**src/led_port_cfg.svh**
```systemverilog
// Constants of the serial word port: field positions, offsets, reset values, timing.
// Assumes a single 10 MHz core clock; included by bare name.
// How it works
// - Data word fields: address, intensities, watchdog, divisor, brightness.
// - Data bit 24 high disables the watchdog.
// - Status word: open flags, watchdog, thermal, revision, filler.
// - Bank A status bit zero means open.
// - Bank B status bit zero means open.
// - Status bit 17 is one after timeout.
// - Status bit 18 is one when overheated.
// - Status bits 22-36 alternate, zero at both ends.
// - Timeout after 25-200 us without clock edges.
// - Load low shifts; load high, first fall transfers.
// - Next rise with load high captures status.
// - Bit 36 enters first and leaves first.
// - Output off while PWM count exceeds intensity.
`ifndef LED_PORT_CFG_SVH
`define LED_PORT_CFG_SVH
// Data word field positions (word bit n sits at index n-1)
`define F_ADDR_LSB 0
`define F_INT_A_LSB 3
`define F_INT_B_LSB 13
`define F_WD_DIS 23
`define F_DIV_LSB 24
`define F_DAC_A_LSB 28
`define F_DAC_B_LSB 32
// Status word field positions
`define S_OPEN_A_LSB 0
`define S_OPEN_B_LSB 8
`define S_WD 16
`define S_THERM 17
`define S_REV_LSB 18
`define S_FILL_LSB 21
`define S_FILLER 15'h2AAA
// Register offsets (bytes)
`define REG_IRQ_STAT 8'h00
`define REG_IRQ_MASK 8'h04
`define REG_CONFIG 8'h08
`define REG_STATUS 8'h0C
// Reset values
`define IRQ_MASK_RST 4'h0
`define DIV_RST 4'h0
`define DAC_RST 4'h0
// Interrupt bit positions
`define IRQ_LOADED 0
`define IRQ_WDOG 1
`define IRQ_THERM 2
`define IRQ_OPEN 3
// Timing: core period and watchdog window, in ns
`define CLK_PERIOD_NS 100
`define WD_MIN_NS 25000
`define WD_MAX_NS 200000
// Longest time rounds down to whole cycles
`define WD_TIMEOUT_CYC ((`WD_MAX_NS) / (`CLK_PERIOD_NS))
`endif

```
**src/led_port_pkg.sv**
```systemverilog
// Types shared by the serial word port, its controller model and its bench.
// Assumes the constants header is included alongside.
package led_port_pkg;
  // Load sequence of the serial port
  typedef enum logic [1:0] {
    LS_SHIFT = 2'b00,
    LS_XFER = 2'b01,
    LS_CAPT = 2'b10,
    LS_HOLD = 2'b11
  } ld_state_type;
  typedef logic [35:0] word_type;
  typedef logic [3:0] dac_type;
  typedef logic [9:0] level_type;
endpackage

```
**src/intensity_mem_if.sv**
```systemverilog
// Port bundle between the serial port core and its intensity store.
// Assumes both sides run on the same clock.
`timescale 1ns/1ps
`default_nettype none
interface intensity_mem_if #(parameter int AW = 4, parameter int DW = 10);
  logic wr_en; // One-cycle write strobe
  logic [AW-1:0] wr_addr; // Channel written
  logic [DW-1:0] wr_data; // Intensity written
  logic [AW-1:0] rd_addr; // Channel read
  logic [DW-1:0] rd_data; // Registered read data
  modport core (output wr_en, wr_addr, wr_data, rd_addr, input rd_data);
  modport store (input wr_en, wr_addr, wr_data, rd_addr, output rd_data);
endinterface
`default_nettype wire

```
**src/intensity_mem.sv**
```systemverilog
// Intensity store: one word per output channel, registered read.
// Assumes one write port and one read port on the core clock.
`timescale 1ns/1ps
`default_nettype none
module intensity_mem #(
  parameter int AW = 4,
  parameter int DW = 10
) (
  input wire logic ref_clk_i,
  intensity_mem_if.store mem
);
  // No reset: the core keeps outputs off until the first load
  logic [DW-1:0] ram_r [0:(1<<AW)-1];
  logic [DW-1:0] rd_r;
  // Write and registered read
  always_ff @(posedge ref_clk_i) begin
    if (mem.wr_en) begin
      ram_r[mem.wr_addr] <= mem.wr_data;
    end
    rd_r <= ram_r[mem.rd_addr];
  end
  assign mem.rd_data = rd_r;
endmodule
`default_nettype wire

```
**src/led_serial_port.sv**
```systemverilog
// Serial control/status word port of a dual-bank 16-output LED sink driver.
// Assumes the serial clock is well below a quarter of the 10 MHz core clock.
//
// Local design decisions: the placing of the registers and strobed register access.
`timescale 1ns/1ps
`default_nettype none
`include "led_port_cfg.svh"
module led_serial_port #(
  parameter logic [2:0] MASK_REV = 3'h1, // Arbitrary revision value
  parameter int WD_CYC = `WD_TIMEOUT_CYC
) (
  input wire logic ref_clk_i,
  input wire logic resetn_i,
  input wire logic serial_bit_clock_i,
  input wire logic serial_data_in_i,
  input wire logic load_i,
  input wire logic thermal_trip_i,
  input wire logic [7:0] open_a_i,
  input wire logic [7:0] open_b_i,
  input wire logic [7:0] reg_addr_i,
  input wire logic [31:0] reg_wdata_i,
  input wire logic reg_wr_i,
  input wire logic reg_rd_i,
  output logic [31:0] reg_rdata_o,
  output logic serial_data_out_o,
  output logic [7:0] led_a_o,
  output logic [7:0] led_b_o,
  output var led_port_pkg::dac_type dac_a_o,
  output var led_port_pkg::dac_type dac_b_o,
  output logic irq_o
);
  import led_port_pkg::*;

  localparam int PW = 20; // Pins that cross into the core clock
  logic [PW-1:0] meta_r, sync_r; // Two-flop synchroniser
  logic sclk_d_r; // Delayed synced clock for edges
  logic sclk_s, din_s, load_s, therm_s;
  logic [7:0] open_a_s, open_b_s;
  logic rise, fall;

  // Pin synchroniser; first stage feeds only the second
  always_ff @(posedge ref_clk_i or negedge resetn_i) begin
    if (!resetn_i) begin
      meta_r <= '0;
      sync_r <= '0;
      sclk_d_r <= 1'b0;
    end else begin
      meta_r <= {serial_bit_clock_i, serial_data_in_i, load_i, thermal_trip_i, open_a_i, open_b_i};
      sync_r <= meta_r;
      sclk_d_r <= sync_r[19];
    end
  end
  assign {sclk_s, din_s, load_s, therm_s, open_a_s, open_b_s} = sync_r;
  assign rise = sclk_s & ~sclk_d_r;
  assign fall = ~sclk_s & sclk_d_r;

  intensity_mem_if #(.AW(4), .DW(10)) mem ();
  intensity_mem #(.AW(4), .DW(10)) u_mem (.ref_clk_i(ref_clk_i), .mem(mem));
  // Core state and next values
  ld_state_type st_r, st_nxt; // Load sequence
  word_type sr_r, sr_nxt; // 36-bit shift register
  word_type status_w; // Live status word
  logic sdo_r, sdo_nxt;
  logic wd_dis_r, wd_dis_nxt; // Watchdog disable
  logic [3:0] div_r, div_nxt; // PWM divisor code
  dac_type dac_a_r, dac_a_nxt, dac_b_r, dac_b_nxt;
  logic loaded_r, loaded_nxt; // Outputs stay off until first word
  logic pend_r, pend_nxt; // Bank B write still due
  logic [2:0] paddr_r, paddr_nxt;
  level_type pdata_r, pdata_nxt;
  logic [11:0] wd_cnt_r, wd_cnt_nxt; // Cycles since last clock edge
  logic wd_flag_r, wd_flag_nxt;
  logic [3:0] pre_r, pre_nxt; // PWM prescaler
  level_type pwm_cnt_r, pwm_cnt_nxt; // Free-running PWM count
  logic [3:0] scan_r, scan_nxt, scan_d_r, scan_d_nxt; // Channel scan
  logic [7:0] led_a_r, led_a_nxt, led_b_r, led_b_nxt;
  logic therm_d_r, therm_d_nxt;
  logic [15:0] open_d_r, open_d_nxt;
  logic [3:0] stat_r, stat_nxt, mask_r, mask_nxt, ev;
  logic irq_r, irq_nxt;
  logic [31:0] rdata_r, rdata_nxt;
  logic kill, ch_on, xfer, capt;
  localparam logic [11:0] WD_LIM = 12'(WD_CYC);
  // Open output reads zero; filler and revision are fixed
  always_comb begin
    status_w = '0;
    status_w[`S_OPEN_A_LSB +: 8] = ~open_a_s;
    status_w[`S_OPEN_B_LSB +: 8] = ~open_b_s;
    status_w[`S_WD] = wd_flag_r;
    status_w[`S_THERM] = therm_s;
    status_w[`S_REV_LSB +: 3] = MASK_REV;
    status_w[`S_FILL_LSB +: 15] = `S_FILLER;
  end
  // Fault, watchdog and power-on hold all outputs off
  assign kill = wd_flag_r | therm_s | ~loaded_r;
  // Output sinks while the count has not passed its level
  assign ch_on = ~kill && (pwm_cnt_r <= mem.rd_data);
  // Next values of the load sequence, shift register, configuration and intensity writes
  always_comb begin
    st_nxt = st_r;
    sr_nxt = sr_r;
    wd_dis_nxt = wd_dis_r;
    div_nxt = div_r;
    dac_a_nxt = dac_a_r;
    dac_b_nxt = dac_b_r;
    loaded_nxt = loaded_r;
    pend_nxt = 1'b0;
    paddr_nxt = paddr_r;
    pdata_nxt = pdata_r;
    mem.wr_en = 1'b0;
    mem.wr_addr = '0;
    mem.wr_data = '0;
    xfer = 1'b0;
    capt = 1'b0;
    // Bank B intensity lands one cycle after bank A
    if (pend_r) begin
      mem.wr_en = 1'b1;
      mem.wr_addr = {1'b1, paddr_r};
      mem.wr_data = pdata_r;
    end
    if (!load_s) begin
      // Shift: new bit enters at the bottom, bit 36 leaves first
      st_nxt = LS_SHIFT;
      if (rise) begin
        sr_nxt = {sr_r[34:0], din_s};
      end
    end else begin
      case (st_r)
        LS_SHIFT: begin
          st_nxt = LS_XFER;
        end
        LS_XFER: begin
          // First falling edge copies the word out
          if (fall) begin
            xfer = 1'b1;
            st_nxt = LS_CAPT;
          end
        end
        LS_CAPT: begin
          // Next rising edge loads the status word
          if (rise) begin
            capt = 1'b1;
            sr_nxt = status_w;
            st_nxt = LS_HOLD;
          end
        end
        default: begin
          st_nxt = LS_HOLD;
        end
      endcase
    end
    if (xfer) begin
      // Field LSB is the lowest numbered word bit
      mem.wr_en = 1'b1;
      mem.wr_addr = {1'b0, sr_r[`F_ADDR_LSB +: 3]};
      mem.wr_data = sr_r[`F_INT_A_LSB +: 10];
      pend_nxt = 1'b1;
      paddr_nxt = sr_r[`F_ADDR_LSB +: 3];
      pdata_nxt = sr_r[`F_INT_B_LSB +: 10];
      wd_dis_nxt = sr_r[`F_WD_DIS];
      div_nxt = sr_r[`F_DIV_LSB +: 4];
      dac_a_nxt = sr_r[`F_DAC_A_LSB +: 4];
      dac_b_nxt = sr_r[`F_DAC_B_LSB +: 4];
      loaded_nxt = 1'b1;
    end
    sdo_nxt = sr_nxt[35];
    mem.rd_addr = scan_r;
  end
  // Watchdog, PWM timebase and output scan
  always_comb begin
    // Any edge restarts the quiet-time count, which saturates
    if (rise || fall) begin
      wd_cnt_nxt = '0;
    end else if (wd_cnt_r != WD_LIM) begin
      wd_cnt_nxt = wd_cnt_r + 12'h001;
    end else begin
      wd_cnt_nxt = wd_cnt_r;
    end
    // Flag reads once in the status word, then clears; set wins
    wd_flag_nxt = capt ? 1'b0 : wd_flag_r;
    if (wd_cnt_r == WD_LIM && !wd_dis_r) begin
      wd_flag_nxt = 1'b1;
    end
    // Prescaler divides rising edges by code plus one
    pre_nxt = pre_r;
    pwm_cnt_nxt = pwm_cnt_r;
    if (rise) begin
      if (pre_r >= div_r) begin
        pre_nxt = '0;
        pwm_cnt_nxt = pwm_cnt_r + 10'h001;
      end else begin
        pre_nxt = pre_r + 4'h1;
      end
    end
    // One channel refreshed per cycle staggers output switching
    scan_nxt = scan_r + 4'h1;
    scan_d_nxt = scan_r;
    led_a_nxt = led_a_r;
    led_b_nxt = led_b_r;
    if (kill) begin
      led_a_nxt = '0;
      led_b_nxt = '0;
    end else if (scan_d_r[3]) begin
      led_b_nxt[scan_d_r[2:0]] = ch_on;
    end else begin
      led_a_nxt[scan_d_r[2:0]] = ch_on;
    end
  end
  // Interrupts and register port
  always_comb begin
    therm_d_nxt = therm_s;
    open_d_nxt = {open_b_s, open_a_s};
    ev = '0;
    ev[`IRQ_LOADED] = xfer;
    ev[`IRQ_WDOG] = wd_flag_nxt & ~wd_flag_r;
    ev[`IRQ_THERM] = therm_s & ~therm_d_r;
    ev[`IRQ_OPEN] = |({open_b_s, open_a_s} & ~open_d_r);
    stat_nxt = stat_r;
    mask_nxt = mask_r;
    if (reg_wr_i) begin
      if (reg_addr_i == `REG_IRQ_STAT) begin
        stat_nxt = stat_r & ~reg_wdata_i[3:0];
      end else if (reg_addr_i == `REG_IRQ_MASK) begin
        mask_nxt = reg_wdata_i[3:0];
      end
    end
    // Event in the clearing cycle is kept
    stat_nxt = stat_nxt | ev;
    irq_nxt = |(stat_nxt & mask_nxt);
    rdata_nxt = '0;
    if (reg_rd_i) begin
      if (reg_addr_i == `REG_IRQ_STAT) begin
        rdata_nxt = {28'h0000000, stat_r};
      end else if (reg_addr_i == `REG_IRQ_MASK) begin
        rdata_nxt = {28'h0000000, mask_r};
      end else if (reg_addr_i == `REG_CONFIG) begin
        rdata_nxt = {18'h00000, loaded_r, wd_dis_r, dac_b_r, dac_a_r, div_r};
      end else if (reg_addr_i == `REG_STATUS) begin
        rdata_nxt = {11'h000, status_w[20:0]};
      end
    end
  end
  // Register every group
  always_ff @(posedge ref_clk_i or negedge resetn_i) begin
    if (!resetn_i) begin
      st_r <= LS_SHIFT;
      sr_r <= '0;
      sdo_r <= 1'b0;
      wd_dis_r <= 1'b0;
      div_r <= `DIV_RST;
      dac_a_r <= `DAC_RST;
      dac_b_r <= `DAC_RST;
      loaded_r <= 1'b0;
      pend_r <= 1'b0;
      paddr_r <= '0;
      pdata_r <= '0;
      wd_cnt_r <= '0;
      wd_flag_r <= 1'b0;
      pre_r <= '0;
      pwm_cnt_r <= '0;
      scan_r <= '0;
      scan_d_r <= '0;
      led_a_r <= '0;
      led_b_r <= '0;
      therm_d_r <= 1'b0;
      open_d_r <= '0;
      stat_r <= '0;
      mask_r <= `IRQ_MASK_RST;
      irq_r <= 1'b0;
      rdata_r <= '0;
    end else begin
      st_r <= st_nxt;
      sr_r <= sr_nxt;
      sdo_r <= sdo_nxt;
      wd_dis_r <= wd_dis_nxt;
      div_r <= div_nxt;
      dac_a_r <= dac_a_nxt;
      dac_b_r <= dac_b_nxt;
      loaded_r <= loaded_nxt;
      pend_r <= pend_nxt;
      paddr_r <= paddr_nxt;
      pdata_r <= pdata_nxt;
      wd_cnt_r <= wd_cnt_nxt;
      wd_flag_r <= wd_flag_nxt;
      pre_r <= pre_nxt;
      pwm_cnt_r <= pwm_cnt_nxt;
      scan_r <= scan_nxt;
      scan_d_r <= scan_d_nxt;
      led_a_r <= led_a_nxt;
      led_b_r <= led_b_nxt;
      therm_d_r <= therm_d_nxt;
      open_d_r <= open_d_nxt;
      stat_r <= stat_nxt;
      mask_r <= mask_nxt;
      irq_r <= irq_nxt;
      rdata_r <= rdata_nxt;
    end
  end
  assign reg_rdata_o = rdata_r;
  assign serial_data_out_o = sdo_r;
  assign led_a_o = led_a_r;
  assign led_b_o = led_b_r;
  assign dac_a_o = dac_a_r;
  assign dac_b_o = dac_b_r;
  assign irq_o = irq_r;
endmodule
`default_nettype wire

```
**config.mk**
```make
export PLATFORM = sky130hd
export DESIGN_NAME = led_serial_port
export DESIGN_NICKNAME = d
export VERILOG_FILES = /design/src/led_port_pkg.sv /design/src/intensity_mem_if.sv /design/src/intensity_mem.sv /design/src/led_serial_port.sv
export VERILOG_INCLUDE_DIRS = /design/src
export SDC_FILE = /design/constraint.sdc
export NUM_CORES = 1
export LEC_CHECK = 0
export BUFFER_PORTS_ARGS = -buffer_cell sky130_fd_sc_hd__buf_2
export CORE_UTILIZATION = 50
export CTS_BUF_LIST = sky130_fd_sc_hd__clkbuf_2
export CTS_CLUSTER_SIZE = 10
export DETAILED_ROUTE_END_ITERATION = 8
export PLACE_DENSITY_LB_ADDON = 0.1
export SYNTH_ARGS = -nofsm -noshare
export SYNTH_HDL_FRONTEND = slang
export SYNTH_SLANG_ARGS = --single-unit
```
**constraint.sdc**
```tcl
create_clock -name ref_clk_i -period 4.8 [get_ports ref_clk_i]
set_input_delay 0.24 -clock ref_clk_i [delete_from_list [all_inputs] [get_ports ref_clk_i]]
set_output_delay 0.24 -clock ref_clk_i [all_outputs]
set_load 0.02 [all_outputs]
```
# Yosys cells after proc, flatten, opt, wreduce, memory -nomap -nowiden
# Memory sizes are Yosys's and may differ from the RTL's. A register that Yosys moved wholly into a read port is not among the register bits.
# Index checks and enable logic that the tools add are counted.
[totals] reg_bits=216 mem_bits_rw=160 inputBits=64 output_inout_bits=58 word_cells=130 n_memories=1
[classes] add_sub_neg=4 magnitude_cmp=4 n_eq_ne=12 mux=46 bitwise_logic=20 reduce_logical=15
[memory_table] name="u_mem.ram_r" words=16 word_bits=10 rd=1 rd_clocked_by_memory_dff=1 write_ports=1 line="intensity_mem.sv:13" rtl="logic [DW-1:0] ram_r [0:(1<<AW)-1];"
[op_table] operator="$mux W36" n=4
[op_table] operator="$mux W19" n=5
[op_table] operator="$mux W4" n=8
[op_table] operator="$mux W8" n=4
[op_table] operator="$mux W12" n=2
[op_table] operator="$mux W10" n=2
[op_table] operator="$and A16 B16 Y16" n=1
[op_table] operator="$bwmux W8" n=2
[op_table] operator="$eq A8 B4 Y1 const B" n=2
[op_table] operator="$not A16 Y16" n=1
[op_table] operator="$not A8 Y8" n=2
[op_table] operator="$reduce_or A16 Y1" n=1
[op_table] operator="$mux W1" n=14
[op_table] operator="$add A12 B1 Y12 const B" n=1
[op_table] operator="$eq A12 B11 Y1 const B" n=1
[op_table] operator="$ne A12 B11 Y1 const B" n=1
[op_table] operator="$add A10 B1 Y10 const B" n=1
[op_table] operator="$le A10 B10 Y1" n=1
[op_table] operator="$add A4 B1 Y4 const B" n=2
[op_table] operator="$and A4 B4 Y4" n=2
[op_table] operator="$eq A8 B3 Y1 const B" n=1
[op_table] operator="$logic_not A8 Y1" n=1
[op_table] operator="$mux W2" n=3
[op_table] operator="$ne A3 B3 Y1 const B" n=2
[op_table] operator="22 further kinds" n=37

# Longest topological paths before layout
[logic_depth] word_depth=11 depth_mapped=8 ltp_nobuf=7

# Cells and area by module
# A second synthesis with hierarchy kept.
[unflattened] cells_unflattened=1019 area_unflattened_um2=14639.0
[by_module_without_submodules] mod="led_serial_port" n_inst=1 cells_per_inst=740 area_per_inst_um2=8285.4 seq_area_each_um2=5079.9
[by_module_without_submodules] mod="intensity_mem" n_inst=1 cells_per_inst=279 area_per_inst_um2=6353.6 seq_area_each_um2=5004.8

# Worst setup path before layout
# No wires, ideal clock.
[synth_path] path_type="flip-flop to flip-flop" start="reg sync_r[19]" end="mem u_mem.ram_r[14][0] (enable)" setup_time_ps=407 arrival_ps=2114 required_ps=4393 path_slack_ps=2279 stages_incl_launch_ff=7 n_path_buf=0 period_less_slack_ps=2521 cell_sequence="dfrtp_1 inv_1 ha_1 nor2b_1 nand3_1 inv_2 nor4b_1"
[synth_between] elab_chain_len=8 elab_cells_between_ends=9 classes_between="mux (7); bitwise (2)"
[synth_rtl] item="from (decl)" line="led_serial_port.sv:35" rtl="logic [PW-1:0] meta_r, sync_r;"
[synth_rtl] item="from (signal assigned)" line="led_serial_port.sv:49" rtl="sync_r <= meta_r;"
[synth_rtl] item="$not A1 Y1 *" line="led_serial_port.sv:55" rtl="assign fall = ~sclk_s & sclk_d_r;"
[synth_rtl] item="$and A1 B1 Y1 *" line="led_serial_port.sv:55"
[synth_rtl] item="$mux W1 *" line="led_serial_port.sv:134" rtl="if (fall) begin"
[synth_rtl] item="$mux W1 *" line="led_serial_port.sv:128" rtl="case (st_r)"
[synth_rtl] item="$mux W1 *" line="led_serial_port.sv:121" rtl="if (!load_s) begin"
[synth_rtl] item="$mux W1" line="led_serial_port.sv:152" rtl="if (xfer) begin"
[synth_rtl] item="$mux W1" line="intensity_mem.sv:17" rtl="if (mem.wr_en) begin"
[synth_rtl] item="$mux W1 (not written as such)" line="intensity_mem.sv:18" rtl="ram_r[mem.wr_addr] <= mem.wr_data;"
[synth_rtl] item="to (decl)" line="intensity_mem.sv:13"
# Mark *: on every way between the ends. The rest lies on a longest branch, timed or not.

# Worst setup path in the final report
[layout_path] start="reg pwm_cnt_r[3]" end="reg led_b_r[0] (netlist: led_b_o[0])"
[layout_between] elab_chain_len=5
[layout_rtl] item="from (decl)" line="led_serial_port.sv:74" rtl="level_type pwm_cnt_r, pwm_cnt_nxt;"
[layout_rtl] item="from (signal assigned)" line="led_serial_port.sv:286" rtl="pwm_cnt_r <= pwm_cnt_nxt;"
[layout_rtl] item="$le A10 B10 Y1" line="led_serial_port.sv:97" rtl="assign ch_on = ~kill && (pwm_cnt_r <= mem.rd_data);"
[layout_rtl] item="$logic_and A1 B1 Y1" line="led_serial_port.sv:97"
[layout_rtl] item="$bwmux W8" line="led_serial_port.sv:204" rtl="led_b_nxt[scan_d_r[2:0]] = ch_on;"
[layout_rtl] item="$mux W8" line="led_serial_port.sv:203" rtl="end else if (scan_d_r[3]) begin"
[layout_rtl] item="$mux W8" line="led_serial_port.sv:200" rtl="if (kill) begin"
[layout_rtl] item="to (signal assigned)" line="led_serial_port.sv:290" rtl="led_b_r <= led_b_nxt;"
[layout_rtl] item="to (decl)" line="led_serial_port.sv:76" rtl="logic [7:0] led_a_r, led_a_nxt, led_b_r, led_b_nxt;"
# Every way passes these cells. The select of a mux whose other input is x is not followed.
# A chain may end at the register's enable or synchronous reset.

==> impl_metrics.env <==
export IMPL_outcome="complete, no violations"
export IMPL_synth_top_area_share_pct=34.92
export IMPL_path_depth=6
export IMPL_path_max_fanout=16
export IMPL_root_buffer="clkbuf_2"
export IMPL_clock_path_buffers=3
export IMPL_regToRegSetupSlack_ns=2.13
export IMPL_fmax_mhz=375.0
export IMPL_die_h_um=172.6
export IMPL_hp_class="in2reg"
export IMPL_via_per_inst=5.156
export IMPL_clk_pin_slew_ns=0.09
export IMPL_path_delay_family="compound AO/OA/AOI/OAI gates"
export IMPL_drv_cap=0
export IMPL_grt_pass1_wl_mm=49.11
export IMPL_hold_buffers=60
export IMPL_synth_commonest_cells="203 x dfrtp_1, 160 x edfxtp_1, 127 x nand2_1"
export IMPL_cts_buffers_inserted=94
export IMPL_portBuffers=80
export IMPL_powerDensity_nw_per_um2=385.1
export IMPL_place_gp_congestion=0.7795
export IMPL_coreArea_sq_um=28630
export IMPL_antenna_found_initial=1
export IMPL_ios=122
export IMPL_cts_resized=0
export IMPL_synthCells=1004
export IMPL_die_area_sq_um=29780
export IMPL_slowest_stage="a2111oi_0"
export IMPL_totalWireLength_mm=30.33
export IMPL_ys_seq_area_share_pct=69.32
export IMPL_synth_top_flop_cell="dfrtp_1"
export IMPL_r2r_start="pwm_cnt_r[3]"
export IMPL_start_util_pct=50.82
export IMPL_crit_buf_inv=0
export IMPL_netlist_area_sq_um=14550
export IMPL_power_static_leakage_nw=7.364
export IMPL_grt_pass1_vias=8979
export IMPL_yosys_warnings=0
export IMPL_fin_nets=1303
export IMPL_arrival_ns=3.38
export IMPL_end_kind="register"
export IMPL_drv_slew=0
export IMPL_ys_ff_latch=373
export IMPL_whs_endpoint="meta_r[4]"
export IMPL_syn_avg_cell_area_sq_um=14.49
export IMPL_finalWorstPathRequiredPeriod_ns=2.667
export IMPL_use_met3_pct=4.376
export IMPL_grt_util_all_layers_pct=21.18
export IMPL_die_width_um=172.6
export IMPL_busiest_layer="met2"
export IMPL_setup_viol=0
export IMPL_combPwrFrac_pct=9.8
export IMPL_num_rows=62
export IMPL_wl_per_cell_um=18.04
export IMPL_dr_pass1_iters=5
export IMPL_switching_share_pct=27.56
export IMPL_p_clk_share_pct=32.7
export IMPL_total_power_mw=6.514
export IMPL_tritoncts="done"
export IMPL_rsz0062_at_grt="false"
export IMPL_grt_overflow_total=0
export IMPL_critical_path_cell_chain="ha_1 > a21o_1 > a21o_1 > a2111oi_0 > o21ai_1 > o21ai_0"
export IMPL_max_slew_margin_rel_pct=24.60
export IMPL_synthTopCellsByArea="dfrtp_1 35%, edfxtp_1 33%, mux4_2 7.7%"
export IMPL_drc_errors=0
export IMPL_ir_drop_mv=0.2737
export IMPL_n_fill_cell=2319
export IMPL_worst_pin_slew_ns=1.127
export IMPL_r2r_cells=6
export IMPL_finalSetupTns_ns=0
export IMPL_met2_usage_pct=33.64
export IMPL_dpl_hpwl_mm=18.77
export IMPL_min_path_cells=2
export IMPL_grt_max_degree=103
export IMPL_hold_viol_final=0
export IMPL_yosys_area_top_type="dfrtp_1"
export IMPL_p_seq_share_pct=57.5
export IMPL_intPower_mw=4.718
export IMPL_cp_start_kind="register"
export IMPL_cpMostUsedCell="a21o_1"
export IMPL_clk_latency_ns=0.88
export IMPL_worst_ep_required_time_ns=5.51
export IMPL_ys_types=54
export IMPL_min_from="open_b_i[4]"
export IMPL_skew_ns=0.08404
export IMPL_r2r_end="led_b_o[0]"
export IMPL_synth_most_common_cell="dfrtp_1"
export IMPL_slowest_delay_ns=0.61
export IMPL_clock_sinks=373
export IMPL_via_count=8668
export IMPL_switching_power_mw=1.795
export IMPL_drt_initial_drc_count=470
export IMPL_synthArstFlopShare_pct=54.42
export IMPL_synth_edf_count=160
export IMPL_cts_setup_buffers=0
export IMPL_area_growth_pct=16.27
export IMPL_grt_use_met1_pct=29.38
export IMPL_cts_max_level=3
export IMPL_critPathKind="reg2reg"
export IMPL_min_period_over_period_pct=55.55
export IMPL_postRouteAntennaNets=0
export IMPL_final_layout_size_suffix_gt1_share_pct=24.54
[per-layer routing]
metal  up-vias  part of all wire (%)
met3        48                   4.0
met4         0                   1.8
li1       4106                     -
met1      4325                    45
met2       189                    49
met5         -                     0
[area by class of cell]
class | instances | area [sq um] | area share [%]
sequential | 373 | 10090 | 59.63
clock inverter | 31 | 175.2 | 1.036
timing repair buffer | 163 | 1205 | 7.123
clock buffer | 143 | 715.7 | 4.231
antenna | 1 | 2.502 | 0.01479
multi-input combinational | 545 | 4096 | 24.22
tap | 384 | 480.5 | 2.840
inverter | 41 | 153.9 | 0.9098
[cell families after synthesis]
kind of cell | Yosys count | synth area share (%)
flops | 373 | 69.32
simple gates | 301 | 9.659
compound gates | 105 | 4.713
buf+inv | 98 | 3.036
mux | 84 | 10.17
fa+ha+maj | 21 | 1.806
xor+xnor | 21 | 1.264
other cells | 1 | 0.02578
[flip-flops by register name, indices dropped and copies added (netlist names), 8 cells and up]
signal and flops:
u_mem.ram_r 160, u_mem.mem.rd_data 10, meta_r 20, reg_rdata_o 19, open_d_r 16, pdata_r 10, led_b_o 8, led_a_o 8
sr_r 36, sync_r 20, pwm_cnt_r 10, wd_cnt_r 12
[worst max-delay path by stage]
stage          slack (ns)                 end         start
6_report             2.13          led_b_o[0]  pwm_cnt_r[3]
5_1_grt              1.92  u_mem.ram_r[15][4]    sync_r[19]
4_1_cts              2.06          led_b_o[0]  pwm_cnt_r[3]
3_5_place_dp         2.15          led_b_o[0]  pwm_cnt_r[3]
3_3_place_gp         2.17  u_mem.ram_r[15][4]    sync_r[19]
2_1_floorplan        2.28  u_mem.ram_r[14][0]    sync_r[19]
[power by group through the flow]
stage,sequential (mW),clock [mW],combinational [mW]
finish,3.74,2.13,0.638
global route,3.78,2.37,0.723
CTS,3.74,2.21,0.646
detailed placement,3.81,0,0.606
global placement,3.81,0,0.586
floorplan,3.77,0,0.404
[metrics by stage]
stage	area (sq um)	utilization (%)	setup WS, ns	hold slack (ns)	cells
after floorplan	14590	-	2.279	-0.05559	1016
after global placement	15410	53.84	2.166	0.3320	1446
after detailed placement	15410	53.84	2.150	0.3347	1446
after CTS	16910	59.08	2.063	0.007032	1680
after global routing	16920	59.09	1.922	0.02172	1681
final	16920	59.09	2.133	0.09742	1681
[layout by cell type (no fill, tap or decap), types with 5 or more instances in the layout]
master,synthesis,layout
dlygate4sd3_1,0,59
mux2i_1,29,29
o22ai_1,5,5
and3_1,8,8
mux4_2,50,50
nor2b_1,10,10
buf_4,13,22
nand3_1,42,42
a22o_1,11,11
inv_1,40,40
clkbuf_2,0,143
xnor2_1,17,17
nand2b_1,14,14
dfrtp_1,203,202
ha_1,21,21
edfxtp_1,160,160
nand2_1,127,127
clkinv_1,0,26
o21ai_0,27,27
nor2_1,50,50
a211oi_1,6,6
and2_1,12,12
buf_2,1,79
a21oi_1,25,25
conb_1,1,13
o22a_1,8,8
nand4_1,11,11
nor3_1,10,10
dfxtp_1,10,10
Note: power is estimated with default switching activity, not from simulation.
